## src/verilog/vcsw_pkg.sv

```systemverilog
package vcsw_pkg;
   // Fault index positions in status and mask vectors
   localparam int FLT_RVG = 0;
   localparam int FLT_OCL = 1;
   localparam int FLT_OTP = 2;
   localparam int FLT_SHT = 3;
   localparam int FLT_W = 4;
   // Clock rate and timing
   localparam int CLK_MHZ = 125;
   localparam int SOFT_START_NS = 1000;
   localparam int SOFT_START_CYC = (SOFT_START_NS * CLK_MHZ + 999) / 1000;
   localparam int SHORT_OFF_NS = 2000;
   localparam int SHORT_OFF_CYC = (SHORT_OFF_NS * CLK_MHZ) / 1000;
   // Programmable field widths and soft-start level width
   localparam int DGL_W = 8;
   localparam int DLY_W = 16;
   localparam int CNT_W = 4;
   localparam int LVL_W = 2;
   localparam int SS_W = 8;
   // Delay prescaler: one tick per microsecond
   localparam int TICK_DIV = CLK_MHZ;
   localparam int TICK_W = 8;
   // Switch state machine
   typedef enum logic [2:0] {
      VCSW_OFF = 3'b000,
      VCSW_RAMP = 3'b001,
      VCSW_ON = 3'b010,
      VCSW_RVG_WAIT = 3'b011,
      VCSW_OTP_WAIT = 3'b100,
      VCSW_SHT_OFF = 3'b101,
      VCSW_LOCK = 3'b110
   } vcsw_state_e;
endpackage

```

## src/verilog/vcsw_status.sv

```systemverilog
`timescale 1ns/1ps
// Sticky fault status with mask and open-drain alert
module vcsw_status (
   // Clock and reset
   input wire logic clk,
   input wire logic rst_n,
   // Fault events and host access
   input wire logic [vcsw_pkg::FLT_W-1:0] fault_set,
   input wire logic [vcsw_pkg::FLT_W-1:0] fault_clr,
   input wire logic [vcsw_pkg::FLT_W-1:0] fault_mask,
   // Results
   output logic [vcsw_pkg::FLT_W-1:0] fault_status,
   output logic [vcsw_pkg::FLT_W-1:0] irq_pending,
   output logic alert_n_o,
   output logic alert_n_oe
);
   logic [vcsw_pkg::FLT_W-1:0] status_ff;
   logic [vcsw_pkg::FLT_W-1:0] irq_ff;
   logic alert_ff;

   // Per-fault sticky bits; set beats clear
   genvar i;
   generate
      for (i = 0; i < vcsw_pkg::FLT_W; i++) begin : g_flt
         always_ff @(posedge clk) begin
            if (!rst_n) begin
               status_ff[i] <= 1'b0;
               irq_ff[i] <= 1'b0;
            end else if (fault_set[i]) begin
               status_ff[i] <= 1'b1;
               irq_ff[i] <= 1'b1;
            end else if (fault_clr[i]) begin
               status_ff[i] <= 1'b0;
               irq_ff[i] <= 1'b0;
            end
         end
      end
   endgenerate

   // Level alert while any unmasked interrupt pends
   always_ff @(posedge clk) begin
      if (!rst_n) begin
         alert_ff <= 1'b0;
      end else begin
         alert_ff <= |(irq_ff & ~fault_mask);
      end
   end

   assign fault_status = status_ff;
   assign irq_pending = irq_ff;
   assign alert_n_o = 1'b0;
   assign alert_n_oe = alert_ff;
endmodule // vcsw_status

```

## src/verilog/vcsw_ctrl.sv

```systemverilog
`timescale 1ns/1ps
module vcsw_ctrl (
   // Clock and reset
   input wire logic clk,
   input wire logic rst_n,
   // Host control
   input wire logic host_enable,
   input wire logic comm_on_pin2,
   input wire logic reverse_voltage_guard_en,
   input wire logic [vcsw_pkg::LVL_W-1:0] current_limit_level,
   input wire logic [vcsw_pkg::DGL_W-1:0] deglitch_us,
   input wire logic [vcsw_pkg::CNT_W-1:0] reattempt_count,
   input wire logic [vcsw_pkg::DLY_W-1:0] rvg_reassert_us,
   input wire logic [vcsw_pkg::DLY_W-1:0] otp_reassert_us,
   input wire logic [vcsw_pkg::FLT_W-1:0] fault_mask,
   input wire logic [vcsw_pkg::FLT_W-1:0] fault_clear,
   // Analog comparator flags
   input wire logic cable_power_input_ok,
   input wire logic reverse_flag,
   input wire logic overcurrent_flag,
   input wire logic overtemp_flag,
   input wire logic temp_recovered_flag,
   input wire logic short_flag,
   // Switch drive
   output logic sw_cc1_en,
   output logic sw_cc2_en,
   output logic [vcsw_pkg::SS_W-1:0] soft_start_level,
   output logic current_limit_on,
   output logic [vcsw_pkg::LVL_W-1:0] current_limit_sel,
   // Status and alert
   output logic [vcsw_pkg::FLT_W-1:0] fault_status,
   output logic [vcsw_pkg::FLT_W-1:0] irq_pending,
   output logic [2:0] switch_state,
   output logic alert_n_o,
   output logic alert_n_oe
);
   // Two-flop synchronisers for the analog flags
   logic [5:0] raw_in;
   logic [5:0] meta_ff;
   logic [5:0] sync_ff;
   assign raw_in = {short_flag, temp_recovered_flag, overtemp_flag, overcurrent_flag, reverse_flag,
                    cable_power_input_ok};
   always_ff @(posedge clk) begin
      if (!rst_n) begin
         meta_ff <= 6'h00;
         sync_ff <= 6'h00;
      end else begin
         meta_ff <= raw_in;
         sync_ff <= meta_ff;
      end
   end
   logic pwr_ok, rev_s, oc_s, ot_s, cool_s, sht_s;
   assign {sht_s, cool_s, ot_s, oc_s, rev_s, pwr_ok} = sync_ff;

   vcsw_pkg::vcsw_state_e state_ff, nxt_state;
   logic [vcsw_pkg::TICK_W-1:0] tick_cnt_ff;
   logic tick;
   logic [vcsw_pkg::DGL_W-1:0] dgl_cnt_ff;
   logic [vcsw_pkg::DLY_W-1:0] dly_cnt_ff;
   logic [vcsw_pkg::CNT_W-1:0] tries_ff;
   logic [vcsw_pkg::SS_W-1:0] ramp_ff;
   logic [vcsw_pkg::SS_W-1:0] fast_cnt_ff;
   logic pin2_ff;
   logic rev_hit;
   logic active;
   logic [vcsw_pkg::FLT_W-1:0] fault_set;

   // One-microsecond tick enable
   always_ff @(posedge clk) begin
      if (!rst_n || tick) begin
         tick_cnt_ff <= '0;
      end else begin
         tick_cnt_ff <= tick_cnt_ff + 1'b1;
      end
   end
   assign tick = (tick_cnt_ff == vcsw_pkg::TICK_W'(vcsw_pkg::TICK_DIV - 1));

   // Switch allowed only with power present and host enable
   assign active = pwr_ok && host_enable;

   // Reverse voltage deglitch, counted in microseconds
   always_ff @(posedge clk) begin
      if (!rst_n || !rev_s || !reverse_voltage_guard_en || state_ff != vcsw_pkg::VCSW_ON) begin
         dgl_cnt_ff <= '0;
      end else if (tick && dgl_cnt_ff != deglitch_us) begin
         dgl_cnt_ff <= dgl_cnt_ff + 1'b1;
      end
   end
   assign rev_hit = rev_s && reverse_voltage_guard_en && state_ff == vcsw_pkg::VCSW_ON &&
                    dgl_cnt_ff == deglitch_us;

   // Next-state decision
   always_comb begin
      nxt_state = state_ff;
      unique case (state_ff)
         vcsw_pkg::VCSW_OFF: begin
            if (active) nxt_state = vcsw_pkg::VCSW_RAMP;
         end
         vcsw_pkg::VCSW_RAMP: begin
            if (ramp_ff == vcsw_pkg::SS_W'(vcsw_pkg::SOFT_START_CYC)) nxt_state = vcsw_pkg::VCSW_ON;
            if (ot_s) nxt_state = vcsw_pkg::VCSW_OTP_WAIT;
            if (sht_s) nxt_state = vcsw_pkg::VCSW_SHT_OFF;
         end
         vcsw_pkg::VCSW_ON: begin
            if (rev_hit) begin
               if (tries_ff + 1'b1 >= reattempt_count) nxt_state = vcsw_pkg::VCSW_LOCK;
               else nxt_state = vcsw_pkg::VCSW_RVG_WAIT;
            end
            if (ot_s) nxt_state = vcsw_pkg::VCSW_OTP_WAIT;
            if (sht_s) nxt_state = vcsw_pkg::VCSW_SHT_OFF;
         end
         vcsw_pkg::VCSW_RVG_WAIT: begin
            if (dly_cnt_ff == rvg_reassert_us) nxt_state = vcsw_pkg::VCSW_RAMP;
         end
         vcsw_pkg::VCSW_OTP_WAIT: begin
            if (cool_s && !ot_s && dly_cnt_ff == otp_reassert_us) nxt_state = vcsw_pkg::VCSW_RAMP;
         end
         vcsw_pkg::VCSW_SHT_OFF: begin
            if (fast_cnt_ff == vcsw_pkg::SS_W'(vcsw_pkg::SHORT_OFF_CYC)) nxt_state = vcsw_pkg::VCSW_RAMP;
         end
         vcsw_pkg::VCSW_LOCK: begin
            nxt_state = vcsw_pkg::VCSW_LOCK;
         end
         default: nxt_state = vcsw_pkg::VCSW_OFF;
      endcase
      if (!active) nxt_state = vcsw_pkg::VCSW_OFF;
   end

   // State register
   always_ff @(posedge clk) begin
      if (!rst_n) begin
         state_ff <= vcsw_pkg::VCSW_OFF;
      end else begin
         state_ff <= nxt_state;
      end
   end

   // Orientation latched on each turn-on from off
   always_ff @(posedge clk) begin
      if (!rst_n) begin
         pin2_ff <= 1'b0;
      end else if (state_ff == vcsw_pkg::VCSW_OFF) begin
         pin2_ff <= comm_on_pin2;
      end
   end

   // Soft-start ramp counter
   always_ff @(posedge clk) begin
      if (!rst_n || state_ff != vcsw_pkg::VCSW_RAMP) begin
         ramp_ff <= '0;
      end else if (ramp_ff != vcsw_pkg::SS_W'(vcsw_pkg::SOFT_START_CYC)) begin
         ramp_ff <= ramp_ff + 1'b1;
      end
   end

   // Short-circuit off time counter
   always_ff @(posedge clk) begin
      if (!rst_n || state_ff != vcsw_pkg::VCSW_SHT_OFF) begin
         fast_cnt_ff <= '0;
      end else begin
         fast_cnt_ff <= fast_cnt_ff + 1'b1;
      end
   end

   // Reassert delay counter in microseconds
   always_ff @(posedge clk) begin
      if (!rst_n || (state_ff != vcsw_pkg::VCSW_RVG_WAIT && state_ff != vcsw_pkg::VCSW_OTP_WAIT) ||
          state_ff != nxt_state) begin
         dly_cnt_ff <= '0;
      end else if (tick && dly_cnt_ff != {vcsw_pkg::DLY_W{1'b1}}) begin
         dly_cnt_ff <= dly_cnt_ff + 1'b1;
      end
   end

   // Reattempt counter
   always_ff @(posedge clk) begin
      if (!rst_n || state_ff == vcsw_pkg::VCSW_OFF) begin
         tries_ff <= '0;
      end else if (state_ff == vcsw_pkg::VCSW_ON && rev_hit) begin
         tries_ff <= tries_ff + 1'b1;
      end else if (state_ff == vcsw_pkg::VCSW_ON && !rev_s && dgl_cnt_ff == '0 && ramp_ff == '0) begin
         tries_ff <= tries_ff; // Holds while on; cleared only in VCSW_OFF, by the reset branch above
      end
   end

   // Fault events
   always_comb begin
      fault_set = '0;
      fault_set[vcsw_pkg::FLT_RVG] = state_ff == vcsw_pkg::VCSW_ON && nxt_state == vcsw_pkg::VCSW_LOCK;
      fault_set[vcsw_pkg::FLT_OCL] = oc_s && (state_ff == vcsw_pkg::VCSW_ON || state_ff == vcsw_pkg::VCSW_RAMP);
      fault_set[vcsw_pkg::FLT_OTP] = ot_s && (state_ff == vcsw_pkg::VCSW_ON || state_ff == vcsw_pkg::VCSW_RAMP);
      fault_set[vcsw_pkg::FLT_SHT] = sht_s && (state_ff == vcsw_pkg::VCSW_ON || state_ff == vcsw_pkg::VCSW_RAMP);
   end

   vcsw_status u_status (
      .clk(clk),
      .rst_n(rst_n),
      .fault_set(fault_set),
      .fault_clr(fault_clear),
      .fault_mask(fault_mask),
      .fault_status(fault_status),
      .irq_pending(irq_pending),
      .alert_n_o(alert_n_o),
      .alert_n_oe(alert_n_oe)
   );

   // Switch drive registers
   logic closed;
   assign closed = nxt_state == vcsw_pkg::VCSW_RAMP || nxt_state == vcsw_pkg::VCSW_ON;
   always_ff @(posedge clk) begin
      if (!rst_n) begin
         sw_cc1_en <= 1'b0;
         sw_cc2_en <= 1'b0;
         soft_start_level <= '0;
         current_limit_on <= 1'b0;
         current_limit_sel <= '0;
      end else begin
         sw_cc1_en <= closed && pin2_ff;
         sw_cc2_en <= closed && !pin2_ff;
         soft_start_level <= (nxt_state == vcsw_pkg::VCSW_ON) ? {vcsw_pkg::SS_W{1'b1}} :
                             (nxt_state == vcsw_pkg::VCSW_RAMP) ? ramp_ff : '0;
         current_limit_on <= closed && oc_s;
         current_limit_sel <= current_limit_level;
      end
   end

   assign switch_state = state_ff;
endmodule // vcsw_ctrl

```

## config.mk

```make
export PLATFORM = sky130hd
export DESIGN_NAME = vcsw_ctrl
export DESIGN_NICKNAME = d
export VERILOG_FILES = /design/src/verilog/vcsw_pkg.sv /design/src/verilog/vcsw_status.sv /design/src/verilog/vcsw_ctrl.sv
export SDC_FILE = /design/constraint.sdc
export NUM_CORES = 1
export LEC_CHECK = 0
export BUFFER_PORTS_ARGS = -buffer_cell sky130_fd_sc_hd__buf_2
export CELL_PAD_IN_SITES_DETAIL_PLACEMENT = 1
export CELL_PAD_IN_SITES_GLOBAL_PLACEMENT = 2
export CORE_MARGIN = 3
export CORE_UTILIZATION = 30
export DETAILED_ROUTE_END_ITERATION = 16
export GPL_ROUTABILITY_DRIVEN = 0
export PLACE_DENSITY = 0.76
export SLEW_MARGIN = 20
export SYNTH_ARGS = -nofsm -noshare
export SYNTH_HDL_FRONTEND = slang
export SYNTH_SLANG_ARGS = --single-unit
```

## constraint.sdc

```tcl
create_clock -name clk -period 1.84 [get_ports clk]
set_input_delay 0.276 -clock clk [delete_from_list [all_inputs] [get_ports clk]]
set_output_delay 0.276 -clock clk [all_outputs]
set_load 0.05 [all_outputs]
```

Yosys cells after proc, flatten, opt, wreduce, memory -nomap -nowiden
Index checks and enable logic that the tools add are counted.
{ "totals": {"inputBits": 65, "output_inout_bits": 26, "regBits": 86, "wordCells": 114} }
{ "op_classes": {"mux": 22, "n_reduce_logical": 39, "magnitude_cmp": 1, "n_eq_ne": 24, "addsub": 6, "bitwise_logic": 2} }
{ "ops": {"columns": ["op", "count"], "rows": [
  ["$mux 3", 11],
  ["$add 8x1->8 const B", 4],
  ["$eq 16x16->1", 2],
  ["$pmux 3 s7", 1],
  ["$logic_and 1x1->1", 17],
  ["$add 16x1->16 const B", 1],
  ["$eq 8x7->1 const B", 2],
  ["$mux 8", 2],
  ["$ne 16x16->1 const B", 1],
  ["$eq 3x3->1 const B", 4],
  ["$logic_or 1x1->1", 11],
  ["$eq 3x2->1 const B", 3],
  ["$eq 8x8->1", 1],
  ["$eq 8x8->1 const B", 1],
  ["$mux 1", 8],
  ["$ne 8x7->1 const B", 1],
  ["$ne 8x8->1", 1],
  ["$reduce_bool 2->1", 4],
  ["$eq 3x1->1 const B", 2],
  ["$ne 3x2->1 const B", 2],
  ["$ne 3x3->1 const B", 2],
  ["$logic_not 1->1", 5],
  ["$add 4x1->4 const B", 1],
  ["$and 4x4->4", 1],
  ["6 further kinds", 6]
]} }

Logic depth before layout (Yosys ltp)
Gate-level depths: netlist of the first run.
{ "logic_depth": {"depth_word": 11, "depth_mapped": 10, "depth_no_buf": 9} }

Cells and area by module
From an unflattened synthesis of the first run, not the netlist that was laid out.
{ "hier_totals": {"hier_cells": 478, "area_unflattened_um2": 4443.0} }
{ "by_module_without_submodules": {"columns": ["module", "instances", "area_each_um2", "cells_per_inst", "seq_area_each_um2"], "rows": [
  ["vcsw_ctrl", 1, 4210.3, 454, 1621.6],
  ["vcsw_status", 1, 232.7, 24, 100.1]
]} }

Worst setup path before layout of the first run
No wires, ideal clock.
{ "synth_path": {"path_type": "register to register", "start": "register state_ff[0] (netlist: switch_state[0])", "end": "register sw_cc1_en", "setup_time_ns": 0.115, "t_arrival_ns": 2.149, "period_less_slack_ns": 2.264, "path_buffers": 2, "required_time_ns": 1.725, "stages_incl_launch_ff": 10, "slack_ns": -0.424, "path_cell_list": "dfxtp_1 -> buf_2 -> nor3b_1 -> nand2b_1 -> o21ai_1 -> o31ai_1 -> o21a_1 -> o211a_1 -> buf_6 -> and2_1"} }
{ "synth_via": {"elab_chain_cells": 11} }
{ "synth_rtl": {"columns": ["element", "line", "rtl"], "rows": [
  ["from (decl)", "vcsw_ctrl.sv:55", "vcsw_pkg::vcsw_state_e state_ff, nxt_state;"],
  ["from (signal assigned)", "vcsw_ctrl.sv:132", "state_ff <= vcsw_pkg::VCSW_OFF;"],
  ["from (signal assigned)", "vcsw_ctrl.sv:134", "state_ff <= nxt_state;"],
  ["$eq 3x2->1", "vcsw_ctrl.sv:89, vcsw_ctrl.sv:95", null],
  ["$logic_and 1x1->1 (2 in series)", "vcsw_ctrl.sv:89", "assign rev_hit = rev_s && reverse_voltage_guard_en && state_ff == vcsw_pkg::VCSW_ON &&"],
  ["$mux 3", "vcsw_ctrl.sv:105", "if (rev_hit) begin"],
  ["$mux 3", "vcsw_ctrl.sv:109", "if (ot_s) nxt_state = vcsw_pkg::VCSW_OTP_WAIT;"],
  ["$mux 3", "vcsw_ctrl.sv:110", "if (sht_s) nxt_state = vcsw_pkg::VCSW_SHT_OFF;"],
  ["$pmux 3 s7 *", "vcsw_ctrl.sv:95", "unique case (state_ff)"],
  ["$mux 3 *", "vcsw_ctrl.sv:126", "if (!active) nxt_state = vcsw_pkg::VCSW_OFF;"],
  ["$eq 3x1->1 / $eq 3x2->1 (equally long branches)", "vcsw_ctrl.sv:209", "assign closed = nxt_state == vcsw_pkg::VCSW_RAMP || nxt_state == vcsw_pkg::VCSW_ON;"],
  ["$logic_or 1x1->1 *", "vcsw_ctrl.sv:209", null],
  ["$logic_and 1x1->1 *", "vcsw_ctrl.sv:218", "sw_cc1_en <= closed && pin2_ff;"],
  ["to (signal assigned)", "vcsw_ctrl.sv:218", null],
  ["to (decl)", "vcsw_ctrl.sv:25", "output logic sw_cc1_en,"]
]} }
Mark *: on every way between the ends. The rest lies on a longest branch, timed or not.
A chain may end at the register's enable or synchronous reset.

Worst setup path after layout of the first run
{ "layout_path": {"start": "register dly_cnt_ff[2] (netlist name)", "end": "register soft_start_level[4] (netlist name)"} }
{ "layout_via": {"elab_chain_cells": 8} }
{ "layout_rtl": {"columns": ["element", "line", "rtl"], "rows": [
  ["from (decl)", "vcsw_ctrl.sv:59", "logic [vcsw_pkg::DLY_W-1:0] dly_cnt_ff;"],
  ["from (signal assigned)", "vcsw_ctrl.sv:171", "dly_cnt_ff <= dly_cnt_ff + 1'b1;"],
  ["$eq 16x16->1", "vcsw_ctrl.sv:116", "if (cool_s && !ot_s && dly_cnt_ff == otp_reassert_us) nxt_state = vcsw_pkg::VCSW_RAMP;"],
  ["$logic_and 1x1->1", "vcsw_ctrl.sv:116", null],
  ["$mux 3", "vcsw_ctrl.sv:116", null],
  ["$pmux 3 s7 *", "vcsw_ctrl.sv:95", null],
  ["$mux 3 *", "vcsw_ctrl.sv:126", null],
  ["$eq 3x1->1", "vcsw_ctrl.sv:221", "(nxt_state == vcsw_pkg::VCSW_RAMP) ? ramp_ff : '0;"],
  ["$mux 8", "vcsw_ctrl.sv:221", null],
  ["$mux 8 *", "vcsw_ctrl.sv:220", "soft_start_level <= (nxt_state == vcsw_pkg::VCSW_ON) ? {vcsw_pkg::SS_W{1'b1}} :"],
  ["to (signal assigned)", "vcsw_ctrl.sv:220", null],
  ["to (decl)", "vcsw_ctrl.sv:27", "output logic [vcsw_pkg::SS_W-1:0] soft_start_level,"]
]} }
Marked as above.

==> results of run 1 <==
[per-stage QoR]
step | hold WS [ns] | util [%] | setup TNS (ns) | power (mW) | area [µm²]
finish | 0.133 | 45.2 | -3.84 | 4.05 | 6100
global route | 0.127 | 45.2 | -8.02 | 4.22 | 6100
CTS | 0.118 | 44.0 | -3.97 | 4.12 | 5940
detailed placement | 0.423 | 40.2 | -6.89 | 2.17 | 5430
global placement | 0.416 | 40.2 | -6.41 | 2.16 | 5430
floorplan | 0.403 | - | -1.04 | 2.05 | 4300
[power by group]
group / leakage (nW) / total (mW) / internal, mW / switching [mW]
clock network: 0.156 / 1.92 / 1.11 / 0.808
registers: 0.709 / 1.89 / 1.88 / 0.00995
logic: 1.82 / 0.240 / 0.116 / 0.124
total: 2.68 / 4.05 / 3.11 / 0.941
[worst max-delay path by stage]
stage / slack [ns] / end / cells after the start / start
after floorplan: -0.15 / sw_cc1_en$_SDFF_PN0_ / 10 / tries_ff[0]$_SDFFE_PP0P_
after global placement: -0.41 / sw_cc1_en$_SDFF_PN0_ / 7 / dly_cnt_ff[14]$_SDFFE_PP0P_
after detailed placement: -0.42 / current_limit_on$_SDFF_PN0_ / 8 / otp_reassert_us[1]
after CTS: -0.26 / sw_cc1_en$_SDFF_PN0_ / 9 / tries_ff[0]$_SDFFE_PP0P_
after global routing: -0.46 / soft_start_level[1]$_SDFF_PN0_ / 8 / dly_cnt_ff[13]$_SDFFE_PP0P_
final: -0.29 / soft_start_level[4]$_SDFF_PN0_ / 8 / dly_cnt_ff[2]$_SDFFE_PP0P_
[registers in the layout, summed over array words and instances (netlist names)]
signal                 cells
current_limit_on           1
current_limit_sel          2
dgl_cnt_ff                 8
dly_cnt_ff                16
fast_cnt_ff                8
meta_ff                    6
pin2_ff                    1
ramp_ff                    8
soft_start_level           8
sw_cc1_en                  1
sw_cc2_en                  1
switch_state               3
sync_ff                    6
tick_cnt_ff                8
tries_ff                   4
u_status.alert_n_oe        1
u_status.fault_status      2
u_status.irq_pending       2
[area by class of cell]
cell class                      instances  share of cell area [%]
Clock inverter                          6                    1.25
Timing Repair Buffer                  181                    19.4
Tap cell                              176                    3.61
Inverter                               13                   0.799
Sequential cell                        86                    28.9
Multi-Input combinational cell        335                    42.2
Clock buffer                           10                    3.91
[worst reg2reg max path: cells and delay by family (launching register included)]
kind | cells | cell delay [ns]
DFF | 1 | 0.36
and+or+nand+nor | 2 | 0.49
AOI/OAI and AO/OA | 4 | 0.87
xor gates and xnor gates | 1 | 0.17
buffers and inverters | 1 | 0.18
[synth_stat cells, types with 4 or more instances]
master and count:
dfxtp_1 86, xor2_1 70, nor2_1 50, nand2_1 26, and2_1 18, nand3_1 18, a21oi_1 14, ha_1 13
inv_1 13, xnor2_1 11, nand4_1 10, nor2b_1 10, o21a_1 10, and3_1 9, buf_2 9, nand2b_1 7
o21ai_0 7, buf_4 6, clkbuf_1 5, nor3_1 5, nor4_1 5, or3_1 5, mux2i_1 4, nor4_2 4
[metal layers]
layer,GRT usage (%),routed length [µm],vias to the layer above
met5,0,0,-
li1,-,-,1869
met2,27.1,6260,61
met3,4.03,447,13
met1,18.8,5310,1817
met4,5.87,208,0
[cells by family after synthesis]
logic type	synth area share, %
xor gates and xnor gates	16.8
muxes	0.948
AOI/OAI and AO/OA	8.42
buffers and inverters	4.53
and+or+nand+nor	24.6
DFF	40.8
adders and majority gates	3.85
other	0.0888
[timing repair]
item / 4_1_cts / 5_1_grt
endpoints found under the setup margin: 32 / 38
cloned: 1 / 0
setup buffers: 6 / 9
pin swaps: 14 / 18
resized for setup: 38 / 27
==> qor.yml, run 1 <==
hold_path:
  hold_start: "short_flag"
  holdPathEnd: "meta_ff[5]$_SDFF_PN0_"
  worstHoldPathCells: 2
  hp-class: "in2reg"
floorplanning:
  core_area_um2: 13500
  ios: 91
  die_h_um: 125
  dieArea_um2: 15500
  die_w_um: 125
  rows: 42
  start_util_pct: 31.3
routing:
  drt_wl_total_um: 12200
  ant_nets: 0
  first_pass_iters: 4
  wl_per_cell_um: 15.2
  num_vias: 3760
  drc_errors: 0
  avgViaCountPerCell: 4.66
  dr.first_iter.drc_count: 125
critical_path:
  cp_slowest_stage_delay_ns: 0.36
  cp-end-kind: "flip-flop"
  r2r_slack_ns: -0.29
  cp_num_buf_inv: 1
  crit_top_cell: "o21a_1"
  cp_top_family: "compound AO/OA/AOI/OAI gates"
  worst-r2r-cell-count: 8
  timing.rr.start: "dly_cnt_ff[2]$_SDFFE_PP0P_"
  worstPathMaxFanout: 5
  arrival_ns: 2.42
  r2r-end: "soft_start_level[4]$_SDFF_PN0_"
  critPathSlowestCell: "dfxtp_2"
  cp-start-kind: "flip-flop"
  path_cells: "xor2_1 > nor4_2 > nand4_1 > o31ai_1 > buf_4 > o21a_1 > o211a_2 > o21a_1"
  worstSetupPathType: "reg2reg"
  required_ns: 2.13
synth:
  synth-main-ff-cell: "dfxtp_1"
  avgSynthCellArea_um2: 9.26
  synthDistinctLibCells: 55
  synth_top_area_share_pct: 40.8
  yosysTopAreaCell: "dfxtp_1"
  synthArstFlopShare_pct: 0
  yosysSeqAreaShare_pct: 40.8
  synth-edff-count: 0
  yosys-top-cells-area: "dfxtp_1 (41%), xor2_1 (15%), nor2_1 (4.4%), ha_1 (3.9%), and2_1 (2.7%)"
  synth-warning-count: 0
  synth_cells: 456
  syn_nets: 534
  syn_area_um2: 4220
  synth_seq_cells: 86
finish:
  drive_gt1_share_pct: 42.9
  fill_cells: 1554
  layout_commonest_cell: "buf_2"
  multi_input_area_um2: 2570
  syn2layout_area_growth_pct: 44.6
  finalNonFillerCells: 807
  layout.nets: 704
  final_cell_mix: "buf_2 (89), buf_4 (84), xor2_1 (70), dfxtp_1 (64), nor2_1 (47)"
  antennaDiodeCount: 0
  regArea_um2: 1760
cts:
  postCtsHoldBufs: 0
  clockBufferDepth: 2
  path_clk_slew_ns: 0.07
  numCtsBuffers: 9
  tritoncts: "yes"
  cts_root_buf: "clkbuf_16"
  insertion_delay_ns: 0.35
  htree_levels: 3
  clock-sinks: 86
flow_run:
  drv_cap: 0
timing:
  rsz0062_at_grt: "true"
  post-route-period-util_pct: 116
  setup_violations: 31
  worst_slack_ns: -0.287
  period_needed_ns: 2.13
  skew_ns: 0.00646
  final-hold-violation-count: 0
  clock.fmax_ghz: 0.470
  slew_violations: 0
global_route:
  antenna_found_initial: 0
  globalRouteTotalUtil_pct: 15.7
  grt_pass1_vias: 4005
  gr-total-overflow: 0
  grt_max_degree: 20
  grt_first_pass_wirelength_um: 19700
placed_design:
  dp.cells: 776
  hpwl_um: 9130
  post-place-ws_ns: -0.424
  placement.io_buffers: 89
status:
  status: "complete, but fails checks"
  failed_checks: "negative setup slack"
power:
  power_density_nw_per_um2: 663
  leakage_nw: 2.68
  peakVddDrop_mv: 0.505
No activity file was read; power rests on OpenSTA's default activity.
==> inputs of run 2 (changes only) <==
--- a/config.mk
+++ b/config.mk
@@ -5,14 +5,15 @@
 export SDC_FILE = /design/constraint.sdc
 export NUM_CORES = 1
 export LEC_CHECK = 0
+export ABC_AREA = 1
 export BUFFER_PORTS_ARGS = -buffer_cell sky130_fd_sc_hd__buf_2
 export CELL_PAD_IN_SITES_DETAIL_PLACEMENT = 1
 export CELL_PAD_IN_SITES_GLOBAL_PLACEMENT = 2
 export CORE_MARGIN = 3
-export CORE_UTILIZATION = 30
+export CORE_UTILIZATION = 33
 export DETAILED_ROUTE_END_ITERATION = 16
 export GPL_ROUTABILITY_DRIVEN = 0
-export PLACE_DENSITY = 0.76
+export PLACE_DENSITY = 0.85
 export SLEW_MARGIN = 20
 export SYNTH_ARGS = -nofsm -noshare
 export SYNTH_HDL_FRONTEND = slang
==> constraint.sdc (replaced) <==
create_clock -name clk -period 2.55 [get_ports clk]
set_input_delay 0.3825 -clock clk [delete_from_list [all_inputs] [get_ports clk]]
set_output_delay 0.3825 -clock clk [all_outputs]
set_load 0.05 [all_outputs]
==> run 2 against run 1 <==
Compared with the run above:
- the run now ends clean
- combinational power fell by 21%
- core utilization fell by 4.9 points
- clock skew barely moved
- power fell by 31%
- hold slack improved by 0.089 ns
- largest cell class unchanged
- first-iteration DRC count fell by 11%
- non-clock buffer count fell by 89
- critical path type unchanged
==> qor.yml, run 2 <==
cts:
  cts_root_buf: "clkbuf_16"  # unchanged
  numCtsBuffers: 9  # unchanged
  postCtsHoldBufs: 0  # unchanged
  path_clk_slew_ns: 0.07  # about the same
  insertion_delay_ns: 0.34  # was 0.35 ns
  htree_levels: 3  # unchanged
  ctsResizeCount: 0  # was 38
  clock-sinks: 86  # unchanged
  clockBufferDepth: 2  # unchanged
  tritoncts: "yes"  # unchanged
  post_cts_buffers: 0  # was 6
critical_path:
  required_ns: 2.79  # was 2.13 ns
  crit_top_cell: "nand2_1"  # was o21a_1
  worstSetupPathType: "reg2reg"  # unchanged
  crit_start: "tries_ff[0]$_SDFFE_PP0P_"  # was dly_cnt_ff[2]$_SDFFE_PP0P_
  r2r_slack_ns: 0.23  # was -0.29 ns
  cp_top_family: "simple AND/OR/NAND/NOR gates"  # was compound AO/OA/AOI/OAI gates
  cp_slowest_stage_delay_ns: 0.39  # was 0.36 ns
  worstSetupPathDepth: 15  # was 8
  timing.rr.start: "tries_ff[0]$_SDFFE_PP0P_"  # was dly_cnt_ff[2]$_SDFFE_PP0P_
  cp-start-kind: "flip-flop"  # unchanged
  critPathCapture: "soft_start_level[0]$_SDFF_PN0_"  # was soft_start_level[4]$_SDFF_PN0_
  arrival_ns: 2.55  # was 2.42 ns
  worstPathMaxFanout: 11  # was 5
  r2r-end: "soft_start_level[0]$_SDFF_PN0_"  # was soft_start_level[4]$_SDFF_PN0_
  cp-end-kind: "flip-flop"  # unchanged
  path_cells: "ha_1 > xor2_1 > ha_1 > nand4_1 > nand3_1 > nand3_2 > nand3_1 > nand2_1 > nand2_1 > nand2_1 > nand2_2 > nand3_1 > nand2_1 > nand2_4 > nor2_1"  # was xor2_1 > nor4_2 > nand4_1 > o31ai_1 > buf_4 > o21a_1 > o211a_2 > o21a_1
  critPathSlowestCell: "dfxtp_1"  # was dfxtp_2
  cp_num_buf_inv: 0  # was 1
  worst-r2r-cell-count: 15  # was 8
hold_path:
  hp-class: "in2reg"  # unchanged
  worstHoldPathCells: 3  # was 2
finish:
  largest_register: "dly_cnt_ff"  # unchanged
  finalNonFillerCells: 962  # was 807
  drive_gt1_share_pct: 21.1  # was 42.9%
  syn2layout_area_growth_pct: 18.4  # was 44.6%
  largest_reg_flops: 16  # unchanged
  layout_commonest_cell: "nand2_1"  # was buf_2
  antennaDiodeCount: 0  # unchanged
  multi_input_area_um2: 2500  # was 2570 µm²
  fill_cells: 1821  # was 1554
  regArea_um2: 1720  # was 1760 µm²
  final_cell_mix: "nand2_1 (143), inv_1 (119), nor2_1 (90), buf_2 (89), dfxtp_1 (86)"  # was buf_2 (89), buf_4 (84), xor2_1 (70), dfxtp_1 (64), nor2_1 (47)
  layout.nets: 855  # was 704
routing:
  first_pass_iters: 4  # unchanged
  avgViaCountPerCell: 4.60  # was 4.66
  ant_nets: 0  # unchanged
  drc_errors: 0  # unchanged
  num_vias: 4422  # was 3760
  dr.first_iter.drc_count: 111  # was 125
  wl_per_cell_um: 13.3  # was 15.2 µm
  drt_wl_total_um: 12800  # was 12200 µm
floorplanning:
  rows: 43  # was 42
  die_w_um: 126  # was 125 µm
  dieArea_um2: 16000  # was 15500 µm²
  ios: 91  # unchanged
  core_area_um2: 14000  # was 13500 µm²
  start_util_pct: 34.1  # was 31.3%
  die_h_um: 126  # was 125 µm
power:
  intPower_mw: 2.11  # was 3.11 mW
  p_sw_mw: 0.691  # was 0.941 mW
  clkPwrFrac_pct: 44.4  # was 47.5%
  netSwitchingFraction_pct: 24.7  # was 23.3%
  p_comb_share_pct: 6.8  # was 5.9%
  leakage_nw: 2.59  # was 2.68 nW
  power_mw: 2.80  # was 4.05 mW
  peakVddDrop_mv: 0.266  # was 0.505 mV
  seq_power_share_pct: 48.9  # was 46.6%
  power_density_nw_per_um2: 495  # was 663 nW/µm²
global_route:
  grt_max_degree: 20  # unchanged
  antenna_found_initial: 0  # unchanged
  grt_pass1_vias: 4715  # was 4005
  gr-total-overflow: 0  # unchanged
  grt_first_pass_wirelength_um: 21800  # was 19700 µm
  globalRouteTotalUtil_pct: 16.6  # was 15.7%
synth:
  synthDistinctLibCells: 43  # was 55
  yosys-top-cells-area: "dfxtp_1 (36%), nand2_1 (11%), inv_1 (9.3%), nor2_1 (7.1%), xor2_1 (4.9%)"  # was dfxtp_1 (41%), xor2_1 (15%), nor2_1 (4.4%), ha_1 (3.9%), and2_1 (2.7%)
  yosysSeqAreaShare_pct: 36.0  # was 40.8%
  syn_area_um2: 4780  # was 4220 µm²
  synth-main-ff-cell: "dfxtp_1"  # unchanged
  synth-edff-count: 0  # unchanged
  yosysTopAreaCell: "dfxtp_1"  # unchanged
  avgSynthCellArea_um2: 6.93  # was 9.26 µm²
  syn_nets: 768  # was 534
  synthArstFlopShare_pct: 0  # unchanged
  synth_seq_cells: 86  # unchanged
  synth.most_common_cell: "nand2_1"  # was dfxtp_1
  synth_cells: 690  # was 456
  synth_top_area_share_pct: 36.0  # was 40.8%
  synth_commonest_cells: "nand2_1 (143), inv_1 (119), nor2_1 (90)"  # was dfxtp_1 (86), xor2_1 (70), nor2_1 (50)
  synth-warning-count: 0  # unchanged
timing:
  period_needed_ns: 2.32  # was 2.13 ns
  skew_ns: 0.00686  # was 0.00646 ns
  setup_violations: 0  # was 31
  post-route-period-util_pct: 90.9  # was 116%
  clock.fmax_ghz: 0.432  # was 0.470 GHz
  final-hold-violation-count: 0  # unchanged
  slew_violations: 0  # unchanged
  whs_ns: 0.222  # was 0.133 ns
  setup_tns_ns: 0  # was -3.84 ns
  rsz0062_at_grt: "false"  # was true
placed_design:
  dp.cells: 946  # was 776
  hpwl_um: 10500  # was 9130 µm
  placement.io_buffers: 89  # unchanged
flow_run:
  drv_cap: 0  # unchanged
status:
  status: "finished, final reports clean"  # was complete, but fails checks
==> run 2: kinds of logic (layout without fill, tap and decap cells) <==
group                      count (synthesis)  after routing  share of synthesized area [%]
and+or+nand+nor                          348            348                           33.8
buffers and inverters                    139            231                           11.8
DFF                                       86             86                           36.0
other                                      1              1                         0.0784
xor gates and xnor gates                  43             43                           8.03
adders and majority gates                 13             13                           3.40
AOI/OAI and AO/OA                         60             60                           6.93
==> run 2: tightest hold or removal path, stage by stage <==
cell     delay [ns]
buf_2          0.07
nand2_1        0.04
inv_1          0.04
==> run 2: final cells by class <==
class                           instances  share of cell area [%]
Timing Repair Buffer                   92                    8.27
Tap cell                              180                    3.98
Sequential cell                        86                    30.4
Clock buffer                            9                    3.98
Multi-Input combinational cell        465                    44.2
Clock inverter                          7                   0.995
Inverter                              123                    8.18
==> run 2: per-layer routing <==
layer,vias up,track usage (%),wire length [µm]
met1,2045,20.5,5930
li1,2296,-,-
met5,-,0,0
met3,16,2.74,402
met2,65,29.4,6260
met4,0,5.55,240
==> run 2: metrics by stage <==
step	utilization, %	worst slack (ns)	instance area [µm²]
final	40.3	0.233	5660
after global routing	40.3	0.0119	5660
after CTS	40.3	0.151	5660
after detailed placement	38.3	0.168	5370
after global placement	38.3	0.314	5370
after floorplan	-	0.405	4780
==> run 2: power groups by stage <==
stage | combinational, mW | sequential, mW | clock, mW
6_report | 0.190 | 1.37 | 1.24
5_1_grt | 0.219 | 1.37 | 1.35
4_1_cts | 0.194 | 1.37 | 1.29
3_5_place_dp | 0.192 | 1.40 | 0
3_3_place_gp | 0.185 | 1.40 | 0
2_1_floorplan | 0.0981 | 1.41 | 0
==> run 2: how the worst min path moves through the flow <==
stage	start	to
6_report	current_limit_level[1]	current_limit_sel[1]$_SDFF_PN0_
5_1_grt	current_limit_level[1]	current_limit_sel[1]$_SDFF_PN0_
4_1_cts	current_limit_level[1]	current_limit_sel[1]$_SDFF_PN0_
3_5_place_dp	meta_ff[3]$_SDFF_PN0_	sync_ff[3]$_SDFF_PN0_
3_3_place_gp	meta_ff[0]$_SDFF_PN0_	sync_ff[0]$_SDFF_PN0_
2_1_floorplan	meta_ff[0]$_SDFF_PN0_	sync_ff[0]$_SDFF_PN0_
